$ cat src/hw/efd_pkg.sv
package efd_pkg;
    // register byte offsets on the AXI4-Lite port
    localparam logic [7:0] EFD_OFF_CTRL = 8'h00;
    localparam logic [7:0] EFD_OFF_STAT = 8'h04;
    localparam logic [7:0] EFD_OFF_PKT = 8'h08;
    localparam logic [7:0] EFD_OFF_WARN = 8'h0c;
    // control register fields
    localparam int EFD_CTRL_EN_BIT = 0;
    localparam int EFD_CTRL_SRC_LSB = 1;
    localparam int EFD_CTRL_TIMING_BIT = 4;
    localparam int EFD_CTRL_AUTO_BIT = 5;
    localparam int EFD_CTRL_WARN_EN_BIT = 6;
    // status register fields
    localparam int EFD_STAT_REQ_BIT = 0;
    localparam int EFD_STAT_BUSY_BIT = 1;
    localparam int EFD_STAT_AUTO_BIT = 2;
    localparam int EFD_STAT_DONE_BIT = 3;
    localparam int EFD_STAT_MODE_OK_BIT = 4;
    localparam int EFD_STAT_MUX_BIT = 5;
    localparam int EFD_STAT_CNT_LSB = 8;
    localparam int EFD_STAT_PKT_LSB = 16;
    // reset values
    localparam logic [6:0] EFD_CTRL_RST = 7'h00;
    localparam logic [6:0] EFD_WARN_RST = 7'h20;
    localparam logic [8:0] EFD_PKT_RST = 9'h000;
    // pin synchroniser reset: strobes, acknowledge and selects idle high
    localparam logic [13:0] EFD_SYNC_RST = 14'h3f00;
    // endpoint and packet geometry
    localparam logic [6:0] EFD_FIFO_DEPTH = 7'h40;
    localparam logic [8:0] EFD_MAX_PKTS = 9'h100;
    localparam logic [2:0] EFD_EP_FIRST = 3'h1;
    localparam logic [2:0] EFD_EP_LAST = 3'h6;
    localparam logic [1:0] EFD_RESP_OKAY = 2'h0;
    localparam logic [1:0] EFD_RESP_SLVERR = 2'h2;

    typedef enum logic [1:0] {
        EFD_IDLE = 2'b00,
        EFD_REQ = 2'b01,
        EFD_XFER = 2'b11,
        EFD_DONE = 2'b10
    } efd_state_e;
endpackage

$ cat src/hw/efd_regs_if.sv
`timescale 1ns/1ps
interface efd_regs_if;
    logic dma_en;
    logic [2:0] src_ep;
    logic timing_sel;
    logic auto_mode;
    logic warn_en;
    logic [6:0] warn_lvl;
    logic pkt_load;
    logic [8:0] pkt_value;
    logic req;
    logic busy;
    logic auto_active;
    logic mode_ok;
    logic multiplexed;
    logic done_set;
    logic [6:0] byte_cnt;
    logic [8:0] pkt_left;

    modport regs (
        output dma_en, src_ep, timing_sel, auto_mode, warn_en, warn_lvl, pkt_load, pkt_value,
        input req, busy, auto_active, mode_ok, multiplexed, done_set, byte_cnt, pkt_left
    );
    modport core (
        input dma_en, src_ep, timing_sel, auto_mode, warn_en, warn_lvl, pkt_load, pkt_value,
        output req, busy, auto_active, mode_ok, multiplexed, done_set, byte_cnt, pkt_left
    );
endinterface

$ cat src/hw/efd_axil_regs.sv
`timescale 1ns/1ps
module efd_axil_regs
    import efd_pkg::*;
(
    // clock and reset
    input wire logic aclk,
    input wire logic aresetn,
    // axi4-lite slave
    input wire logic [7:0] s_axil_awaddr,
    input wire logic s_axil_awvalid,
    output logic s_axil_awready,
    input wire logic [31:0] s_axil_wdata,
    input wire logic [3:0] s_axil_wstrb,
    input wire logic s_axil_wvalid,
    output logic s_axil_wready,
    output logic [1:0] s_axil_bresp,
    output logic s_axil_bvalid,
    input wire logic s_axil_bready,
    input wire logic [7:0] s_axil_araddr,
    input wire logic s_axil_arvalid,
    output logic s_axil_arready,
    output logic [31:0] s_axil_rdata,
    output logic [1:0] s_axil_rresp,
    output logic s_axil_rvalid,
    input wire logic s_axil_rready,
    // core side
    efd_regs_if.regs rif
);
    logic aw_held, next_aw_held, w_held, next_w_held;
    logic [7:0] aw_addr, next_aw_addr;
    logic [31:0] w_data, next_w_data;
    logic [3:0] w_strb, next_w_strb;
    logic bvalid, next_bvalid, rvalid, next_rvalid;
    logic [1:0] bresp, next_bresp, rresp, next_rresp;
    logic [31:0] rdata, next_rdata;
    logic [6:0] ctrl, next_ctrl;
    logic [6:0] warn, next_warn;
    logic [8:0] pkt, next_pkt;
    logic pkt_load, next_pkt_load;
    logic done_flag, next_done_flag;
    logic [31:0] stat_word;
    logic have_aw, have_w;
    logic [7:0] wa;
    logic [31:0] wd;
    logic [3:0] ws;

    assign s_axil_awready = !aw_held && !bvalid;
    assign s_axil_wready = !w_held && !bvalid;
    assign s_axil_arready = !rvalid;
    assign s_axil_bvalid = bvalid;
    assign s_axil_bresp = bresp;
    assign s_axil_rvalid = rvalid;
    assign s_axil_rdata = rdata;
    assign s_axil_rresp = rresp;
    assign rif.dma_en = ctrl[EFD_CTRL_EN_BIT];
    assign rif.src_ep = ctrl[EFD_CTRL_SRC_LSB +: 3];
    assign rif.timing_sel = ctrl[EFD_CTRL_TIMING_BIT];
    assign rif.auto_mode = ctrl[EFD_CTRL_AUTO_BIT];
    assign rif.warn_en = ctrl[EFD_CTRL_WARN_EN_BIT];
    assign rif.warn_lvl = warn;
    assign rif.pkt_load = pkt_load;
    assign rif.pkt_value = pkt;

    always_comb
    begin
        stat_word = 32'h0;
        stat_word[EFD_STAT_REQ_BIT] = rif.req;
        stat_word[EFD_STAT_BUSY_BIT] = rif.busy;
        stat_word[EFD_STAT_AUTO_BIT] = rif.auto_active;
        stat_word[EFD_STAT_DONE_BIT] = done_flag;
        stat_word[EFD_STAT_MODE_OK_BIT] = rif.mode_ok;
        stat_word[EFD_STAT_MUX_BIT] = rif.multiplexed;
        stat_word[EFD_STAT_CNT_LSB +: 7] = rif.byte_cnt;
        stat_word[EFD_STAT_PKT_LSB +: 9] = rif.pkt_left;
    end

    always_comb
    begin
        have_aw = aw_held || (s_axil_awvalid && s_axil_awready);
        have_w = w_held || (s_axil_wvalid && s_axil_wready);
        wa = aw_held ? aw_addr : s_axil_awaddr;
        wd = w_held ? w_data : s_axil_wdata;
        ws = w_held ? w_strb : s_axil_wstrb;
        next_aw_held = have_aw;
        next_w_held = have_w;
        next_aw_addr = wa;
        next_w_data = wd;
        next_w_strb = ws;
        next_bvalid = bvalid && !s_axil_bready;
        next_bresp = bresp;
        next_ctrl = ctrl;
        next_warn = warn;
        next_pkt = pkt;
        next_pkt_load = 1'b0;
        // the core's completion event wins over a same-cycle clear
        next_done_flag = done_flag;
        if (have_aw && have_w && !bvalid)
        begin
            next_aw_held = 1'b0;
            next_w_held = 1'b0;
            next_bvalid = 1'b1;
            next_bresp = EFD_RESP_OKAY;
            if (wa == EFD_OFF_CTRL)
            begin
                if (ws[0])
                    next_ctrl = wd[6:0];
            end
            else if (wa == EFD_OFF_STAT)
            begin
                if (ws[0] && wd[EFD_STAT_DONE_BIT])
                    next_done_flag = 1'b0;
            end
            else if (wa == EFD_OFF_PKT)
            begin
                if (ws[0])
                    next_pkt[7:0] = wd[7:0];
                if (ws[1])
                    next_pkt[8] = wd[8];
                next_pkt_load = |ws[1:0];
            end
            else if (wa == EFD_OFF_WARN)
            begin
                if (ws[0])
                    next_warn = wd[6:0];
            end
            else
                next_bresp = EFD_RESP_SLVERR;
        end
        if (rif.done_set)
            next_done_flag = 1'b1;
        next_rvalid = rvalid && !s_axil_rready;
        next_rdata = rdata;
        next_rresp = rresp;
        if (s_axil_arvalid && s_axil_arready)
        begin
            next_rvalid = 1'b1;
            next_rresp = EFD_RESP_OKAY;
            next_rdata = 32'h0;
            if (s_axil_araddr == EFD_OFF_CTRL)
                next_rdata[6:0] = ctrl;
            else if (s_axil_araddr == EFD_OFF_STAT)
                next_rdata = stat_word;
            else if (s_axil_araddr == EFD_OFF_PKT)
                next_rdata[8:0] = pkt;
            else if (s_axil_araddr == EFD_OFF_WARN)
                next_rdata[6:0] = warn;
            else
                next_rresp = EFD_RESP_SLVERR;
        end
    end

    always_ff @(posedge aclk)
    begin
        if (!aresetn)
        begin
            aw_held <= 1'b0;
            w_held <= 1'b0;
            aw_addr <= 8'h00;
            w_data <= 32'h0;
            w_strb <= 4'h0;
            bvalid <= 1'b0;
            bresp <= EFD_RESP_OKAY;
            rvalid <= 1'b0;
            rdata <= 32'h0;
            rresp <= EFD_RESP_OKAY;
            ctrl <= EFD_CTRL_RST;
            warn <= EFD_WARN_RST;
            pkt <= EFD_PKT_RST;
            pkt_load <= 1'b0;
            done_flag <= 1'b0;
        end
        else
        begin
            aw_held <= next_aw_held;
            w_held <= next_w_held;
            aw_addr <= next_aw_addr;
            w_data <= next_w_data;
            w_strb <= next_w_strb;
            bvalid <= next_bvalid;
            bresp <= next_bresp;
            rvalid <= next_rvalid;
            rdata <= next_rdata;
            rresp <= next_rresp;
            ctrl <= next_ctrl;
            warn <= next_warn;
            pkt <= next_pkt;
            pkt_load <= next_pkt_load;
            done_flag <= next_done_flag;
        end
    end
endmodule

$ cat src/hw/efd_dma_core.sv
// Our own choices: the address map and the AXI4-Lite slave port.
`timescale 1ns/1ps
// Overview of operation
// - byte DMA only for endpoints one to six
// - no DMA while serial interface is selected
// - FIFO address internal, address pin ignored
// - chip select active overrides the acknowledge
// - request on threshold, packet end or immediately
// - acknowledge plus strobe moves one byte
// - enable clear halts after current byte
// - automatic mode splits block into packets
// - automatic mode requests and re-arms by itself
// - automatic stops on last packet or zero
// - lower select picks multiplexed or plain bus
module efd_dma_core
    import efd_pkg::*;
(
    // clock and reset
    input wire logic aclk,
    input wire logic aresetn,
    // axi4-lite register port
    input wire logic [7:0] s_axil_awaddr,
    input wire logic s_axil_awvalid,
    output logic s_axil_awready,
    input wire logic [31:0] s_axil_wdata,
    input wire logic [3:0] s_axil_wstrb,
    input wire logic s_axil_wvalid,
    output logic s_axil_wready,
    output logic [1:0] s_axil_bresp,
    output logic s_axil_bvalid,
    input wire logic s_axil_bready,
    input wire logic [7:0] s_axil_araddr,
    input wire logic s_axil_arvalid,
    output logic s_axil_arready,
    output logic [31:0] s_axil_rdata,
    output logic [1:0] s_axil_rresp,
    output logic s_axil_rvalid,
    input wire logic s_axil_rready,
    // host bus pins
    input wire logic cs_n,
    input wire logic rd_n,
    input wire logic wr_n,
    input wire logic dma_acknowledge_n,
    input wire logic addr_select_or_latch,
    input wire logic interface_select_hi,
    input wire logic interface_select_lo,
    input wire logic [7:0] host_data_bus_in,
    output logic [7:0] host_data_bus_out,
    output logic host_data_bus_oe,
    output logic dma_request_out,
    // endpoint fifo side
    output logic [2:0] fifo_sel,
    input wire logic [6:0] fifo_level,
    input wire logic fifo_pkt_done,
    input wire logic rx_last_pkt,
    input wire logic [7:0] fifo_rd_data,
    output logic fifo_rd,
    output logic fifo_wr,
    output logic [7:0] fifo_wr_data,
    output logic tx_rearm,
    output logic rx_rearm
);
    efd_regs_if rif();

    efd_axil_regs u_regs (
        .aclk(aclk),
        .aresetn(aresetn),
        .s_axil_awaddr(s_axil_awaddr),
        .s_axil_awvalid(s_axil_awvalid),
        .s_axil_awready(s_axil_awready),
        .s_axil_wdata(s_axil_wdata),
        .s_axil_wstrb(s_axil_wstrb),
        .s_axil_wvalid(s_axil_wvalid),
        .s_axil_wready(s_axil_wready),
        .s_axil_bresp(s_axil_bresp),
        .s_axil_bvalid(s_axil_bvalid),
        .s_axil_bready(s_axil_bready),
        .s_axil_araddr(s_axil_araddr),
        .s_axil_arvalid(s_axil_arvalid),
        .s_axil_arready(s_axil_arready),
        .s_axil_rdata(s_axil_rdata),
        .s_axil_rresp(s_axil_rresp),
        .s_axil_rvalid(s_axil_rvalid),
        .s_axil_rready(s_axil_rready),
        .rif(rif.regs)
    );

    // pin synchroniser; the address pin is never sampled, see fifo_sel
    logic [13:0] sync_a, sync_b;
    always_ff @(posedge aclk)
    begin
        if (!aresetn)
        begin
            sync_a <= EFD_SYNC_RST;
            sync_b <= EFD_SYNC_RST;
        end
        else
        begin
            sync_a <= {cs_n, rd_n, wr_n, dma_acknowledge_n, interface_select_hi,
                       interface_select_lo, host_data_bus_in};
            sync_b <= sync_a;
        end
    end

    logic cs_n_s, rd_n_s, wr_n_s, dma_acknowledge_n_n_s, sel_hi_s, sel_lo_s;
    logic [7:0] data_s;
    assign {cs_n_s, rd_n_s, wr_n_s, dma_acknowledge_n_n_s, sel_hi_s, sel_lo_s, data_s} = sync_b;

    efd_state_e state, next_state;
    logic [2:0] ep, next_ep;
    logic [6:0] remaining, next_remaining;
    logic [6:0] byte_cnt, next_byte_cnt;
    logic [8:0] pkt_left, next_pkt_left;
    logic auto_armed, next_auto_armed;
    logic pkt_seen, next_pkt_seen;
    logic req, next_req;
    logic [7:0] dout, next_dout;
    logic oe, next_oe;
    logic rd_p, next_rd_p, wr_p, next_wr_p;
    logic [7:0] wdat, next_wdat;
    logic txr, next_txr, rxr, next_rxr;
    logic done_p, next_done_p;
    logic mode_ok, ep_ok, is_tx, active, strobe, cycle_on, warn_hit, auto_run, trigger;
    logic [6:0] avail, qty;

    always_comb
    begin
        mode_ok = !sel_hi_s;
        ep_ok = (ep >= EFD_EP_FIRST) && (ep <= EFD_EP_LAST);
        is_tx = ep[0];
        active = rif.dma_en && mode_ok && ep_ok;
        strobe = is_tx ? !wr_n_s : !rd_n_s;
        cycle_on = !dma_acknowledge_n_n_s && cs_n_s && strobe;
        avail = is_tx ? 7'(EFD_FIFO_DEPTH - fifo_level) : fifo_level;
        warn_hit = rif.warn_en && (avail >= rif.warn_lvl);
        auto_run = rif.auto_mode && auto_armed;
        if (auto_run)
            trigger = (avail >= EFD_FIFO_DEPTH) && (pkt_left != 9'h000);
        else if (rif.timing_sel)
            trigger = avail != 7'h00;
        else
            trigger = warn_hit || (pkt_seen && avail != 7'h00);
        qty = auto_run ? EFD_FIFO_DEPTH : avail;
    end

    always_comb
    begin
        next_state = state;
        next_ep = ep;
        next_remaining = remaining;
        next_byte_cnt = byte_cnt;
        next_pkt_left = pkt_left;
        next_auto_armed = auto_armed;
        // a packet end in the consuming cycle is kept, not lost
        next_pkt_seen = pkt_seen || fifo_pkt_done;
        next_dout = dout;
        next_oe = 1'b0;
        next_rd_p = 1'b0;
        next_wr_p = 1'b0;
        next_wdat = wdat;
        next_txr = 1'b0;
        next_rxr = 1'b0;
        next_done_p = 1'b0;
        // arm only while DMA is still disabled
        if (rif.auto_mode && !rif.dma_en)
            next_auto_armed = 1'b1;
        else if (!rif.auto_mode)
            next_auto_armed = 1'b0;
        if (rif.pkt_load)
            next_pkt_left = rif.pkt_value;
        case (state)
            EFD_IDLE:
            begin
                // FIFO address from the source field
                next_ep = rif.src_ep;
                if (active && trigger)
                begin
                    next_state = EFD_REQ;
                    next_remaining = qty;
                    next_byte_cnt = 7'h00;
                    next_pkt_seen = fifo_pkt_done;
                end
            end
            EFD_REQ:
            begin
                if (!active || remaining == 7'h00 || avail == 7'h00)
                    next_state = EFD_DONE;
                else if (cycle_on)
                begin
                    next_state = EFD_XFER;
                    next_dout = fifo_rd_data;
                    next_oe = !is_tx;
                end
            end
            EFD_XFER:
            begin
                next_oe = !is_tx;
                if (!cycle_on)
                begin
                    next_oe = 1'b0;
                    next_rd_p = !is_tx;
                    next_wr_p = is_tx;
                    next_remaining = 7'(remaining - 7'h01);
                    next_byte_cnt = 7'(byte_cnt + 7'h01);
                    if (remaining == 7'h01 || !active)
                        next_state = EFD_DONE;
                    else
                        next_state = EFD_REQ;
                end
                // released bus may already carry garbage; keep the strobe-low byte
                else
                    next_wdat = data_s;
            end
            EFD_DONE:
            begin
                next_state = EFD_IDLE;
                next_done_p = 1'b1;
                if (auto_run && remaining == 7'h00)
                begin
                    next_txr = is_tx;
                    next_rxr = !is_tx;
                    next_pkt_left = 9'(pkt_left - 9'h001);
                    // stop on count or last packet
                    if (pkt_left == 9'h001 || (!is_tx && rx_last_pkt))
                        next_auto_armed = 1'b0;
                end
            end
            default:
                next_state = EFD_IDLE;
        endcase
        // request stays up through a byte so the partner can finish it
        next_req = (next_state == EFD_REQ) || (next_state == EFD_XFER);
    end

    always_ff @(posedge aclk)
    begin
        if (!aresetn)
        begin
            state <= EFD_IDLE;
            ep <= 3'h0;
            remaining <= 7'h00;
            byte_cnt <= 7'h00;
            pkt_left <= EFD_PKT_RST;
            auto_armed <= 1'b0;
            pkt_seen <= 1'b0;
            req <= 1'b0;
            dout <= 8'h00;
            oe <= 1'b0;
            rd_p <= 1'b0;
            wr_p <= 1'b0;
            wdat <= 8'h00;
            txr <= 1'b0;
            rxr <= 1'b0;
            done_p <= 1'b0;
        end
        else
        begin
            state <= next_state;
            ep <= next_ep;
            remaining <= next_remaining;
            byte_cnt <= next_byte_cnt;
            pkt_left <= next_pkt_left;
            auto_armed <= next_auto_armed;
            pkt_seen <= next_pkt_seen;
            req <= next_req;
            dout <= next_dout;
            oe <= next_oe;
            rd_p <= next_rd_p;
            wr_p <= next_wr_p;
            wdat <= next_wdat;
            txr <= next_txr;
            rxr <= next_rxr;
            done_p <= next_done_p;
        end
    end

    assign dma_request_out = req;
    assign host_data_bus_out = dout;
    assign host_data_bus_oe = oe;
    assign fifo_sel = ep;
    assign fifo_rd = rd_p;
    assign fifo_wr = wr_p;
    assign fifo_wr_data = wdat;
    assign tx_rearm = txr;
    assign rx_rearm = rxr;
    assign rif.req = req;
    assign rif.busy = state != EFD_IDLE;
    assign rif.auto_active = auto_run;
    assign rif.mode_ok = mode_ok;
    assign rif.multiplexed = mode_ok && sel_lo_s;
    assign rif.done_set = done_p;
    assign rif.byte_cnt = byte_cnt;
    assign rif.pkt_left = pkt_left;
endmodule

$ cat config.mk
export PLATFORM = sky130hd
export DESIGN_NAME = efd_dma_core
export DESIGN_NICKNAME = d
export VERILOG_FILES = /design/src/hw/efd_pkg.sv /design/src/hw/efd_regs_if.sv /design/src/hw/efd_axil_regs.sv /design/src/hw/efd_dma_core.sv
export SDC_FILE = /design/constraint.sdc
export NUM_CORES = 1
export LEC_CHECK = 0
export BUFFER_PORTS_ARGS = -buffer_cell sky130_fd_sc_hd__buf_4
export CAP_MARGIN = 10
export CORE_MARGIN = 2
export CORE_UTILIZATION = 53
export CTS_BUF_LIST = sky130_fd_sc_hd__clkbuf_4 sky130_fd_sc_hd__clkbuf_8 sky130_fd_sc_hd__clkbuf_16
export DETAILED_ROUTE_END_ITERATION = 10
export GPL_ROUTABILITY_DRIVEN = 0
export GPL_TIMING_DRIVEN = 0
export MAX_ROUTING_LAYER = met4
export PLACE_DENSITY = 0.8
export SYNTH_ARGS = -nofsm -noshare
export SYNTH_HDL_FRONTEND = slang
export SYNTH_SLANG_ARGS = --single-unit
$ cat constraint.sdc
create_clock -name aclk -period 3.1 [get_ports aclk]
set_input_delay 0 -clock aclk [delete_from_list [all_inputs] [get_ports aclk]]
set_output_delay 0 -clock aclk [all_outputs]
set_load 0.03 [all_outputs]
==> summary.md, run 1 <==
| Metric | Value |
|---|---|
| Rows | 40 |
| Chip width | 114.5 um |
| Worst endpoint data arrival time | 3230 ps |
| Worst Path Max Fanout | 10 |
| Yosys warns | 0 |
| Status | finished, final reports clean |
| Final slew viol count | 0 |
| Sequential power share | 45.6% |
| Total power | 4.483 mW |
| Leak pwr | 3.587 nW |
| Largest net degree at the start of global routing | 17 |
| Gr usage total | 29.95% |
| Antenna violations before repair | 0 |
| # port buffers | 116 |
| CP cell instances | clkbuf_4 -> mux2_2 -> nor3b_1 -> nor2_1 -> a211oi_2 -> buf_6 -> mux2i_1 -> nor2_1 |
| Tightest Pin Transition | 1015 ps |
| Skew-Pair Late Insertion Delay | 420 ps |
| Minimum clock period | 2946 ps |
| I/O Pins | 157 |
| Fillers | 798 |
| Ys async rst share | 0% |
| GRT met3 Usage | 7.041% |
| Power per cell area | 514.5 mW/mm^2 |
| Clk pwr share | 45.4% |
| Nets | 997 |
| Core area | 0.01196 mm^2 |
| Hold Crit Class | input port to flip-flop |
| Clock tree buffer depth | 2 |
| Worst-path clk slew | 60 ps |
| Crit. End Element | flip-flop |
| CTS root buffer | clkbuf_16 |
| Clock sinks | 154 |
| Ys flop type | dfxtp_1 |
| Vias in the first global route | 5997 |
| CTS Buf Count | 17 |
| Hold Vio Cnt, Final | 0 |
| Die ar. | 0.01312 mm^2 |
| CTS tree | done |
| Area occupied by multi-input gates | 0.003092 mm^2 |
| Final Cycle Share | 95.03% |
| Post-DP HPWL | 12600 um |
| Synthesized flop and latch total | 154 |
| Finished Cell Area | 0.008712 mm^2 |
| CP max stage cell | nor3b_1 |
| CP required | 3380 ps |
| GRT met1 Usage | 33.15% |
| Register area share after synthesis | 47.60% |
| Register Area | 0.003083 mm^2 |
| Via Count | 5925 |
| Critical Path Most Common Cell | nor2_1 |
| Setup Skew | 6.659 ps |
| First-pass GRT wire length | 29220 um |
| Drt first pass iters | 5 |
| Initial core utilization | 54.14% |
| Area Overhead vs Synth | 34.52% |
| Net Sw Frac | 22.54% |
| F_max | 339.4 MHz |
| Max VDD drop | 0.0003977 V |
| Layout cell share with drive strength beyond 1 | 21.30% |
| Yosys cell types | 62 |
| Switching pwr | 1.010 mW |
| RSZ-0062 raised after global routing | false |
| H-tree depth | 4 |
| Area post-placement | 0.007565 mm^2 |
| DRT Wirelength | 18440 um |
| Critical path type | flip-flop to flip-flop |
| Mean cell area of the mapped netlist | 9.318 um^2 |
| Relative slew slack | 32.16% |
| Grt ovf | 0 |
| Antenna Cells | 0 |
| Int Pwr | 3.472 mW |
| Final number of setup-violating endpoints | 0 |
| WL/cell | 17.51 um |
| Post-detailed-route DRC marker count | 0 |
| CP max stage delay | 810 ps |
| Maximum Capacitance Violations | 0 |
| Grt peak-use layer | met2 |
| GR met2 Demand/Resource | 51.20% |
| CP Launch Type | flip-flop |
| Antenna-violating nets left | 0 |
| Vias per cell | 5.627 |
| Die Ht | 114.5 um |
| Comb pwr share | 9.0% |
| EDFF count, synth | 0 |
| Mapped Area | 0.006476 mm^2 |
| Cell count after synthesis | 695 |
| Drt first-iter violations | 473 |
[cell usage after synthesis (2+ instances only)]
cell / count / share of area, %
o31a_1: 2 / 0.27
o21ai_0: 16 / 1.2
xnor2_1: 3 / 0.41
nor4_2: 2 / 0.39
o21a_1: 2 / 0.23
or2_1: 3 / 0.29
mux4_2: 6 / 2.1
mux2_2: 6 / 1.0
a211oi_2: 3 / 0.58
a311oi_1: 2 / 0.27
mux2i_1: 40 / 6.2
a21oi_1: 30 / 2.3
nand4_1: 7 / 0.68
nand2b_1: 25 / 2.4
clkbuf_1: 32 / 1.9
a32oi_1: 2 / 0.27
nand3_1: 7 / 0.54
buf_1: 3 / 0.17
a221oi_1: 2 / 0.27
a211oi_1: 21 / 2.4
inv_1: 25 / 1.4
nor2b_1: 3 / 0.29
nor3_1: 12 / 0.93
and3_1: 4 / 0.39
nor4_1: 3 / 0.29
nand2_1: 27 / 1.6
or4_1: 3 / 0.35
buf_4: 13 / 1.5
a31oi_1: 8 / 0.77
buf_2: 2 / 0.15
o31ai_1: 5 / 0.58
dfxtp_1: 154 / 48
o22ai_1: 3 / 0.29
a22oi_1: 23 / 2.7
and2_1: 23 / 2.2
o211ai_1: 5 / 0.58
xor2_1: 7 / 0.95
or3_1: 4 / 0.39
ha_1: 13 / 2.5
nor2_1: 116 / 6.7
nor3b_1: 7 / 0.81
[per-layer routing]
| metal | up-vias | share of wire, % |
|---|---|---|
| li1 | 2809 | - |
| met1 | 2766 | 39 |
| met2 | 283 | 50 |
| met3 | 67 | 7.3 |
| met4 | 0 | 3.4 |
| met5 | - | 0 |
[power by group through the flow]
stage	Combinational (mW)	Sequential [mW]	Clock, mW
after floorplan	0.197	2.09	0
after global placement	0.324	2.08	0
after detailed placement	0.335	2.08	0
after CTS	0.391	2.04	2.05
after global routing	0.434	2.05	2.15
final	0.404	2.04	2.04
[flip-flops by register name, indices dropped and copies added (netlist names), 2 cells and up]
register	count
u_regs.w_strb	2
u_regs.rif.pkt_value	9
u_regs.w_data	9
u_regs.aw_addr	8
u_regs.ctrl	7
byte_cnt	7
u_regs.s_axil_rdata	24
sync_a	14
pkt_left	9
remaining	7
fifo_sel	3
u_regs.rif.warn_lvl	7
host_data_bus_out	8
fifo_wr_data	8
sync_b	14
[worst max-delay path, delay by kind of cell (launching register included)]
kind | cells | cell delay, ps
AO/OA/AOI/OAI | 1 | 300
flip-flops | 1 | 320
buffers and inverters | 2 | 390
AND/OR/NAND/NOR | 3 | 1240
multiplexers | 2 | 550
[final cells by class]
cell class | instances | area share, %
Buffer | 51 | 3.002
Clock buffer | 27 | 6.104
Clock inverter | 5 | 0.6606
Inverter | 25 | 1.077
Multi-Input combinational cell | 474 | 35.49
Sequential cell | 154 | 35.39
Tap cell | 147 | 2.111
Timing Repair Buffer | 170 | 16.17
[cells by family (layout without fill, tap and decap cells)]
family / after synthesis / after routing / share of synthesized area (%)
flip-flops: 154 / 154 / 47.60
buffers and inverters: 76 / 278 / 5.313
adder cells (fa/ha/maj): 13 / 13 / 2.512
AO/OA/AOI/OAI: 129 / 129 / 13.54
AND/OR/NAND/NOR: 260 / 260 / 20.31
XOR/XNOR: 10 / 10 / 1.352
multiplexers: 52 / 52 / 9.312
other: 1 / 10 / 0.05790
[per-stage QoR]
| stage | util [%] | TNS (ps) | instances | worst slack (ps) | hold WS, ps |
|---|---|---|---|---|---|
| floorplan | - | 0 | 704 | 42.77 | 100.1 |
| global placement | 63.24 | -4957 | 967 | -380.9 | 188.5 |
| detailed placement | 63.24 | -6228 | 967 | -469.1 | 188.6 |
| CTS | 72.74 | 0 | 1053 | 12.63 | 25.04 |
| global route | 72.83 | 0 | 1053 | 6.461 | 42.91 |
| finish | 72.83 | 0 | 1053 | 153.9 | 36.79 |
[cells in the final DEF, fill, tap and decap left out, drive strengths merged, types with 3 or more instances in the layout]
master and n:
o22ai 3, a31oi 8, o21ai 17, a21oi 30
a211oi 24, nor4 5, nand2b 25, or4 3
nand4 7, a22oi 23, nor2b 3, mux4 6
ha 13, o31ai 5, nand3 7, or3 5
and2 24, nand2 27, or2 5, nor3 14
o211ai 5, nor2 117, xor2 7, nor3b 7
and3 4, dlygate4sd3 53, dfxtp 154, conb 10
mux2i 40, clkinv 3, inv 26, mux2 6
xnor2 3, clkbuf 58, buf 137
[repair_timing]
| item | 4_1_cts | 5_1_grt |
|---|---|---|
| setup buffers | 1 | 0 |
| pin swaps | 1 | 2 |
| setup endpoints to repair | 16 | 14 |
| hold buffers | 53 | 0 |
| hold endpoints to repair | 50 | 0 |
| resized for setup | 4 | 6 |
[worst paths after layout]
kind / startpoint / to / slack [ps] / cells past startpoint
max: fifo_sel[0] / remaining[5] / 150 / 8
min reg2reg: sync_a[10] / sync_b[10] / 410 / 1
min: rx_last_pkt / auto_armed / 40 / 4
max reg2reg: fifo_sel[0] / remaining[5] / 150 / 8
Power figures use the tool's default switching activity.
==> run 2: changes to the inputs <==
--- a/config.mk
+++ b/config.mk
@@ -8,13 +8,13 @@
 export BUFFER_PORTS_ARGS = -buffer_cell sky130_fd_sc_hd__buf_4
 export CAP_MARGIN = 10
 export CORE_MARGIN = 2
-export CORE_UTILIZATION = 53
-export CTS_BUF_LIST = sky130_fd_sc_hd__clkbuf_4 sky130_fd_sc_hd__clkbuf_8 sky130_fd_sc_hd__clkbuf_16
+export CORE_UTILIZATION = 55
+export CTS_BUF_LIST = sky130_fd_sc_hd__clkbuf_8
 export DETAILED_ROUTE_END_ITERATION = 10
 export GPL_ROUTABILITY_DRIVEN = 0
 export GPL_TIMING_DRIVEN = 0
 export MAX_ROUTING_LAYER = met4
-export PLACE_DENSITY = 0.8
+export PLACE_DENSITY = 0.83
 export SYNTH_ARGS = -nofsm -noshare
 export SYNTH_HDL_FRONTEND = slang
 export SYNTH_SLANG_ARGS = --single-unit
==> constraint.sdc (replaced) <==
create_clock -name aclk -period 3.1 [get_ports aclk]
set_input_delay 0.155 -clock aclk [delete_from_list [all_inputs] [get_ports aclk]]
set_output_delay 0.155 -clock aclk [all_outputs]
set_load 0.03 [all_outputs]
==> summary.md, run 2 (synthesized netlist as in run 1, its figures left out) <==
| Metric | Value |
|---|---|
| Family with the most delay on the worst path | compound AO/OA/AOI/OAI gates (was simple AND/OR/NAND/NOR gates) |
| Area Overhead vs Synth | 30.08% (was 34.52%) |
| Drt first pass iters | 7 (was 5) |
| Crit. End Element | flip-flop (unchanged) |
| Util after Layout | 73.46% (was 72.83%) |
| Grt ovf | 0 (unchanged) |
| F_max | 349.1 MHz (was 339.4 MHz) |
| Largest register FFs | 24 (unchanged) |
| Register Area | 0.003087 mm^2 (was 0.003083 mm^2) |
| Comb pwr share | 9.3% (was 9.0%) |
| Hold Vio Cnt, Final | 0 (unchanged) |
| Vias in the first global route | 5726 (was 5997) |
| Worst-path clk slew | 80 ps (was 60 ps) |
| Sequential power share | 49.1% (was 45.6%) |
| Finished Cell Area | 0.008424 mm^2 (was 0.008712 mm^2) |
| Initial core utilization | 56.48% (was 54.14%) |
| CP cell instances | clkbuf_4 -> o31ai_1 -> xor2_1 -> inv_1 -> ha_1 -> o21ai_0 -> nor2_1 -> a211oi_1 -> o32ai_2 -> a211oi_2 -> buf_6 -> mux2i_1 -> nor2_1 (was clkbuf_4 -> mux2_2 -> nor3b_1 -> nor2_1 -> a211oi_2 -> buf_6 -> mux2i_1 -> nor2_1) |
| Die ar. | 0.01266 mm^2 (was 0.01312 mm^2) |
| Net Sw Frac | 24.08% (was 22.54%) |
| Final number of setup-violating endpoints | 0 (unchanged) |
| Minimum clock period | 2864 ps (was 2946 ps) |
| Area occupied by multi-input gates | 0.003087 mm^2 (was 0.003092 mm^2) |
| Final Cycle Share | 92.39% (was 95.03%) |
| Tightest Pin Transition | 967.2 ps (was 1015 ps) |
| Fillers | 798 (unchanged) |
| Final std cells w/o fill | 1034 (was 1053) |
| I/O Pins | 157 (unchanged) |
| CTS root buffer | clkbuf_8 (was clkbuf_16) |
| Via Count | 5834 (was 5925) |
| Core area | 0.01147 mm^2 (was 0.01196 mm^2) |
| Gr usage total | 29.21% (was 29.95%) |
| Rows | 39 (was 40) |
| Post-detailed-route DRC marker count | 0 (unchanged) |
| Skew-Pair Late Insertion Delay | 460 ps (was 420 ps) |
| Hold Crit Class | input port to flip-flop (unchanged) |
| Chip width | 112.5 um (was 114.5 um) |
| Nets | 982 (was 997) |
| Die Ht | 112.5 um (was 114.5 um) |
| Antenna Cells | 0 (unchanged) |
| Largest net degree at the start of global routing | 17 (unchanged) |
| Worst endpoint data arrival time | 3180 ps (was 3230 ps) |
| Max VDD drop | 0.0004142 V (was 0.0003977 V) |
| Layout cell share with drive strength beyond 1 | 21.77% (was 21.30%) |
| Status | finished, final reports clean (unchanged) |
| First-pass GRT wire length | 28430 um (was 29220 um) |
| Int Pwr | 3.150 mW (was 3.472 mW) |
| Clock sinks | 154 (unchanged) |
| Post-DP HPWL | 12460 um (was 12600 um) |
| Critical path type | flip-flop to flip-flop (unchanged) |
| Commonest cells after routing, fill and taps aside | dfxtp_1 (153), buf_4 (131), nor2_1 (116) (was dfxtp_1 (154), buf_4 (130), nor2_1 (116)) |
| Clk pwr share | 41.6% (was 45.4%) |
| CP required | 3420 ps (was 3380 ps) |
| Worst Path Buf+Inv | 3 (was 2) |
| CP Launch Type | flip-flop (unchanged) |
| Final slew viol count | 0 (unchanged) |
| RSZ-0062 raised after global routing | false (unchanged) |
| Relative slew slack | 35.38% (was 32.16%) |
| Most common cell after layout, fill and taps aside | dfxtp_1 (unchanged) |
| Total power | 4.149 mW (was 4.483 mW) |
| CTS tree | done (unchanged) |
| CP max stage cell | dfxtp_4 (was nor3b_1) |
| H-tree depth | 4 (unchanged) |
| Placed Instances | 963 (was 967) |
| Worst Path Max Fanout | 10 (unchanged) |
| Hold WS | 18.58 ps (was 36.79 ps) |
| DRT Wirelength | 17740 um (was 18440 um) |
| CTS Buf Count | 17 (unchanged) |
| Switching pwr | 999.3 uW (was 1.010 mW) |
| Clock tree buffer depth | 2 (unchanged) |
| Power per cell area | 492.6 mW/mm^2 (was 514.5 mW/mm^2) |
| Critical Path Most Common Cell | nor2_1 (unchanged) |
| Antenna-violating nets left | 0 (unchanged) |
| Area post-placement | 0.007560 mm^2 (was 0.007565 mm^2) |
| Leak pwr | 3.455 nW (was 3.587 nW) |
| Antenna violations before repair | 0 (unchanged) |
| Maximum Capacitance Violations | 0 (unchanged) |
| Vias per cell | 5.642 (was 5.627) |
| WL/cell | 17.16 um (was 17.51 um) |
| Drt first-iter violations | 463 (was 473) |
| # port buffers | 116 (unchanged) |
| Setup Skew | 13.23 ps (was 6.659 ps) |
| CP max stage delay | 420 ps (was 810 ps) |
-- run 2: changes by cell type in the layout (fill, tap and decap cells not counted), moves of 3 or more --
cell | previous run | this run
clkbuf_8 | 5 | 20
clkinvlp_4 | 0 | 3
clkbuf_4 | 6 | 1
dlygate4sd3_1 | 53 | 37
bufinv_16 | 1 | 4
clkbuf_16 | 17 | 0
-- run 2: per-layer routing --
layer  global-route usage [%]  routed length, um  share of wire [%]  vias to the layer above
met5                        -                  0                  0                        -
met4                    11.54                631                3.6                        0
met3                    6.371               1398                7.9                       57
met2                    49.76               8774                 49                      287
met1                    33.64               6938                 39                     2709
li1                         -                  -                  -                     2781
-- run 2: power groups by stage --
stage	clock, mW	sequential [mW]	combinational, mW
2_1_floorplan	0	2.09	0.197
5_1_grt	1.82	2.04	0.414
6_report	1.73	2.04	0.386
3_3_place_gp	0	2.08	0.323
4_1_cts	1.73	2.04	0.374
3_5_place_dp	0	2.08	0.334
-- run 2: worst reg2reg max path: cells and delay by family, from the launching register on --
family	cells	cell delay, ps
buf+inv	3	500
simple gates	2	110
fa+ha+maj	1	290
compound gates	5	920
xor+xnor	1	300
flops	1	420
mux	1	190
-- run 2: final cells by class --
| cell class | instances | share of cell area, % |
|---|---|---|
| sequential | 154 | 36.64 |
| multi-input combinational | 474 | 36.64 |
| timing repair buffer | 156 | 15.00 |
| clock buffer | 20 | 3.267 |
| buffer | 50 | 3.015 |
| clock inverter | 12 | 2.198 |
| tap | 143 | 2.124 |
| inverter | 25 | 1.114 |
-- run 2: stage by stage --
step	setup TNS (ps)	worst slack, ps
after floorplan	0	42.77
after global placement	-4806	-381.3
after detailed placement	-5743	-440.4
after CTS	0	20.00
after global routing	0	0.6914
final	0	235.8
-- run 2: path summary, 6_finish.rpt --
| kind | from | end | slack [ps] | cells after the start |
|---|---|---|---|---|
| worst max-delay path | fifo_sel[0] | remaining[5] | 240 | 13 |
| worst min register to register | sync_a[8] | sync_b[8] | 420 | 1 |
| worst min-delay path | s_axil_wstrb[1] | u_regs.w_strb[1] | 20 | 3 |
| worst max register to register | fifo_sel[0] | remaining[5] | 240 | 13 |
-- run 2: what timing repair did --
item / 4_1_cts / 5_1_grt
pin swaps: 0 / 2
hold buffers: 36 / 1
setup buffers: 0 / 3
setup endpoints to repair: 16 / 15
gates resized for setup: 3 / 4
hold endpoints to repair: 35 / 1
==> run 3: changes to the inputs <==
--- a/config.mk
+++ b/config.mk
@@ -7,6 +7,7 @@
 export LEC_CHECK = 0
 export BUFFER_PORTS_ARGS = -buffer_cell sky130_fd_sc_hd__buf_4
 export CAP_MARGIN = 10
+export CORE_ASPECT_RATIO = 1.1
 export CORE_MARGIN = 2
 export CORE_UTILIZATION = 55
 export CTS_BUF_LIST = sky130_fd_sc_hd__clkbuf_8
==> summary.md, run 3 (synthesized netlist as in run 1, its figures left out) <==
| Metric | Value |
|---|---|
| Final Cycle Share | 96.67% (was 92.39%) |
| Area post-placement | 0.007569 mm^2 (was 0.007560 mm^2) |
| Worst r2r src | fifo_sel[0] (unchanged) |
| Crit. End Element | flip-flop (unchanged) |
| Hold Crit Class | input port to flip-flop (unchanged) |
| Max VDD drop | 0.0003339 V (was 0.0004142 V) |
| Via Count | 5828 (was 5834) |
| Leak pwr | 3.410 nW (was 3.455 nW) |
| Register Area | 0.003083 mm^2 (was 0.003087 mm^2) |
| Drt first pass iters | 5 (was 7) |
| Grt ovf | 0 (unchanged) |
| Critical path type | flip-flop to flip-flop (unchanged) |
| Worst-path clk slew | 80 ps (about the same) |
| F_max | 333.7 MHz (was 349.1 MHz) |
| I/O Pins | 157 (unchanged) |
| R2r worst-path depth | 13 (unchanged) |
| Clock tree buffer depth | 2 (unchanged) |
| Worst Path Buf+Inv | 3 (unchanged) |
| Layout cell share with drive strength beyond 1 | 22.07% (was 21.77%) |
| CTS Buf Count | 17 (unchanged) |
| Setup TNS | 0 ps (unchanged) |
| R2R Setup Slk | 100 ps (was 240 ps) |
| # port buffers | 116 (unchanged) |
| Status | finished, final reports clean (unchanged) |
| CTS root buffer | clkbuf_8 (unchanged) |
| Most common cell after layout, fill and taps aside | dfxtp_1 (unchanged) |
| Pre-CTS setup slack | -463.5 ps (was -440.4 ps) |
| Chip width | 107.5 um (was 112.5 um) |
| H-tree depth | 4 (unchanged) |
| Vias per cell | 5.615 (was 5.642) |
| Crit Reg-Reg Endpoint | remaining[5] (unchanged) |
| Initial core utilization | 56.36% (was 56.48%) |
| Post-detailed-route DRC marker count | 0 (unchanged) |
| Tightest Pin Transition | 692.7 ps (was 967.2 ps) |
| First-pass GRT wire length | 27530 um (was 28430 um) |
| Total power | 3.839 mW (was 4.149 mW) |
| Die Ht | 117.8 um (was 112.5 um) |
| Antenna violations before repair | 0 (unchanged) |
| Hold_sp | s_axil_arvalid (was s_axil_wstrb[1]) |
| Post-DP HPWL | 12580 um (was 12460 um) |
| Drt first-iter violations | 459 (was 463) |
| Die ar. | 0.01266 mm^2 (about the same) |
| Antenna-violating nets left | 0 (unchanged) |
| CP max stage delay | 360 ps (was 420 ps) |
| Commonest cells after routing, fill and taps aside | dfxtp_1 (154), buf_4 (130), nor2_1 (115) (was dfxtp_1 (153), buf_4 (131), nor2_1 (116)) |
| Largest register FFs | 24 (unchanged) |
| Vias in the first global route | 5732 (was 5726) |
| CP Launch Type | flip-flop (unchanged) |
| DRT Wirelength | 17390 um (was 17740 um) |
| Final number of setup-violating endpoints | 0 (unchanged) |
| Hold Vio Cnt, Final | 0 (unchanged) |
| Clock sinks | 154 (unchanged) |
| Final worst slack | 103.3 ps (was 235.8 ps) |
| Worst Hold Depth | 3 (unchanged) |
| WL/cell | 16.76 um (was 17.16 um) |
| Nets | 980 (was 982) |
| Rows | 41 (was 39) |
| CP cell instances | clkbuf_4 -> clkbuf_4 -> nand2b_1 -> xnor2_1 -> ha_1 -> nor2_1 -> nor2_1 -> a211oi_2 -> o32ai_2 -> a211oi_2 -> buf_6 -> mux2i_1 -> nor2_1 (was clkbuf_4 -> o31ai_1 -> xor2_1 -> inv_1 -> ha_1 -> o21ai_0 -> nor2_1 -> a211oi_1 -> o32ai_2 -> a211oi_2 -> buf_6 -> mux2i_1 -> nor2_1) |
| Maximum Capacitance Violations | 0 (unchanged) |
| Family with the most delay on the worst path | buffers and inverters (was compound AO/OA/AOI/OAI gates) |
| Final slew viol count | 0 (unchanged) |
| Antenna Cells | 0 (unchanged) |
| Area occupied by multi-input gates | 0.003117 mm^2 (was 0.003087 mm^2) |
| CTS tree | done (unchanged) |
| Critical Path Most Common Cell | nor2_1 (unchanged) |
| Fillers | 842 (was 798) |
| CP required | 3410 ps (was 3420 ps) |
| Skew-Pair Late Insertion Delay | 450 ps (was 460 ps) |
| Area Overhead vs Synth | 28.86% (was 30.08%) |
| Power per cell area | 460.0 mW/mm^2 (was 492.6 mW/mm^2) |
| Minimum clock period | 2997 ps (was 2864 ps) |
| Relative slew slack | 53.82% (was 35.38%) |
| Gr usage total | 28.42% (was 29.21%) |
| Worst endpoint data arrival time | 3310 ps (was 3180 ps) |
| CP max stage cell | xnor2_1 (was dfxtp_4) |
| Hold Path Sink | u_regs.s_axil_rvalid (was u_regs.w_strb[1]) |
| Core area | 0.01149 mm^2 (was 0.01147 mm^2) |
| Setup Skew | 12.89 ps (was 13.23 ps) |
| Hold WS | 31.42 ps (was 18.58 ps) |
| Worst Path Max Fanout | 10 (unchanged) |
| Finished Cell Area | 0.008346 mm^2 (was 0.008424 mm^2) |
| Largest net degree at the start of global routing | 17 (unchanged) |
## run 3: layer usage
metal | routed length [um] | track usage [%] | part of all wire (%)
met1 | 6633 | 32.46 | 38
met2 | 8567 | 46.88 | 49
met3 | 1409 | 6.146 | 8.1
met4 | 782 | 14.18 | 4.5
met5 | 0 | - | 0
## run 3: how the worst max path moves through the flow
stage / to / startpoint / slack, ps / cells past startpoint
6_report: remaining[5] / fifo_sel[0] / 100 / 13
5_1_grt: remaining[5] / fifo_sel[0] / -10 / 13
4_1_cts: remaining[5] / fifo_sel[0] / 20 / 14
3_5_place_dp: remaining[5] / fifo_sel[0] / -460 / 14
3_3_place_gp: remaining[5] / fifo_sel[0] / -400 / 14
2_1_floorplan: remaining[5] / fifo_sel[0] / 40 / 14
## run 3: area by class of cell
class / instances / share of cell area (%)
tap: 150 / 2.249
timing repair buffer: 153 / 14.81
buffer: 51 / 3.133
sequential: 154 / 36.94
multi-input combinational: 474 / 37.35
clock inverter: 13 / 1.424
inverter: 25 / 1.124
clock buffer: 18 / 2.969
## run 3: through the flow
stage / utilization, % / instances
after floorplan: - / 704
after global placement: 65.86 / 970
after detailed placement: 65.86 / 970
after CTS: 72.23 / 1037
after global routing: 72.63 / 1038
final: 72.63 / 1038
## run 3: where the power goes
group          leakage [nW]  internal (mW)  switching (mW)  total (mW)
Sequential             1.25           2.02          0.0175        2.04
Clock                 0.184          0.657           0.762        1.42
Combinational          1.97          0.176           0.206       0.382
Total                  3.41           2.85           0.986        3.84
## run 3: tightest hold or removal path, cell delays in order
cell and delay, ps:
buf_4 120, nor2_1 90, a211oi_1 60
## run 3: repair_timing
action	CTS	global route
resized for setup	4	9
hold buffers	35	0
cloned	0	0
setup buffers	1	1
hold endpoints to repair	35	0
pin swaps	1	1
endpoints found under the setup margin	16	15
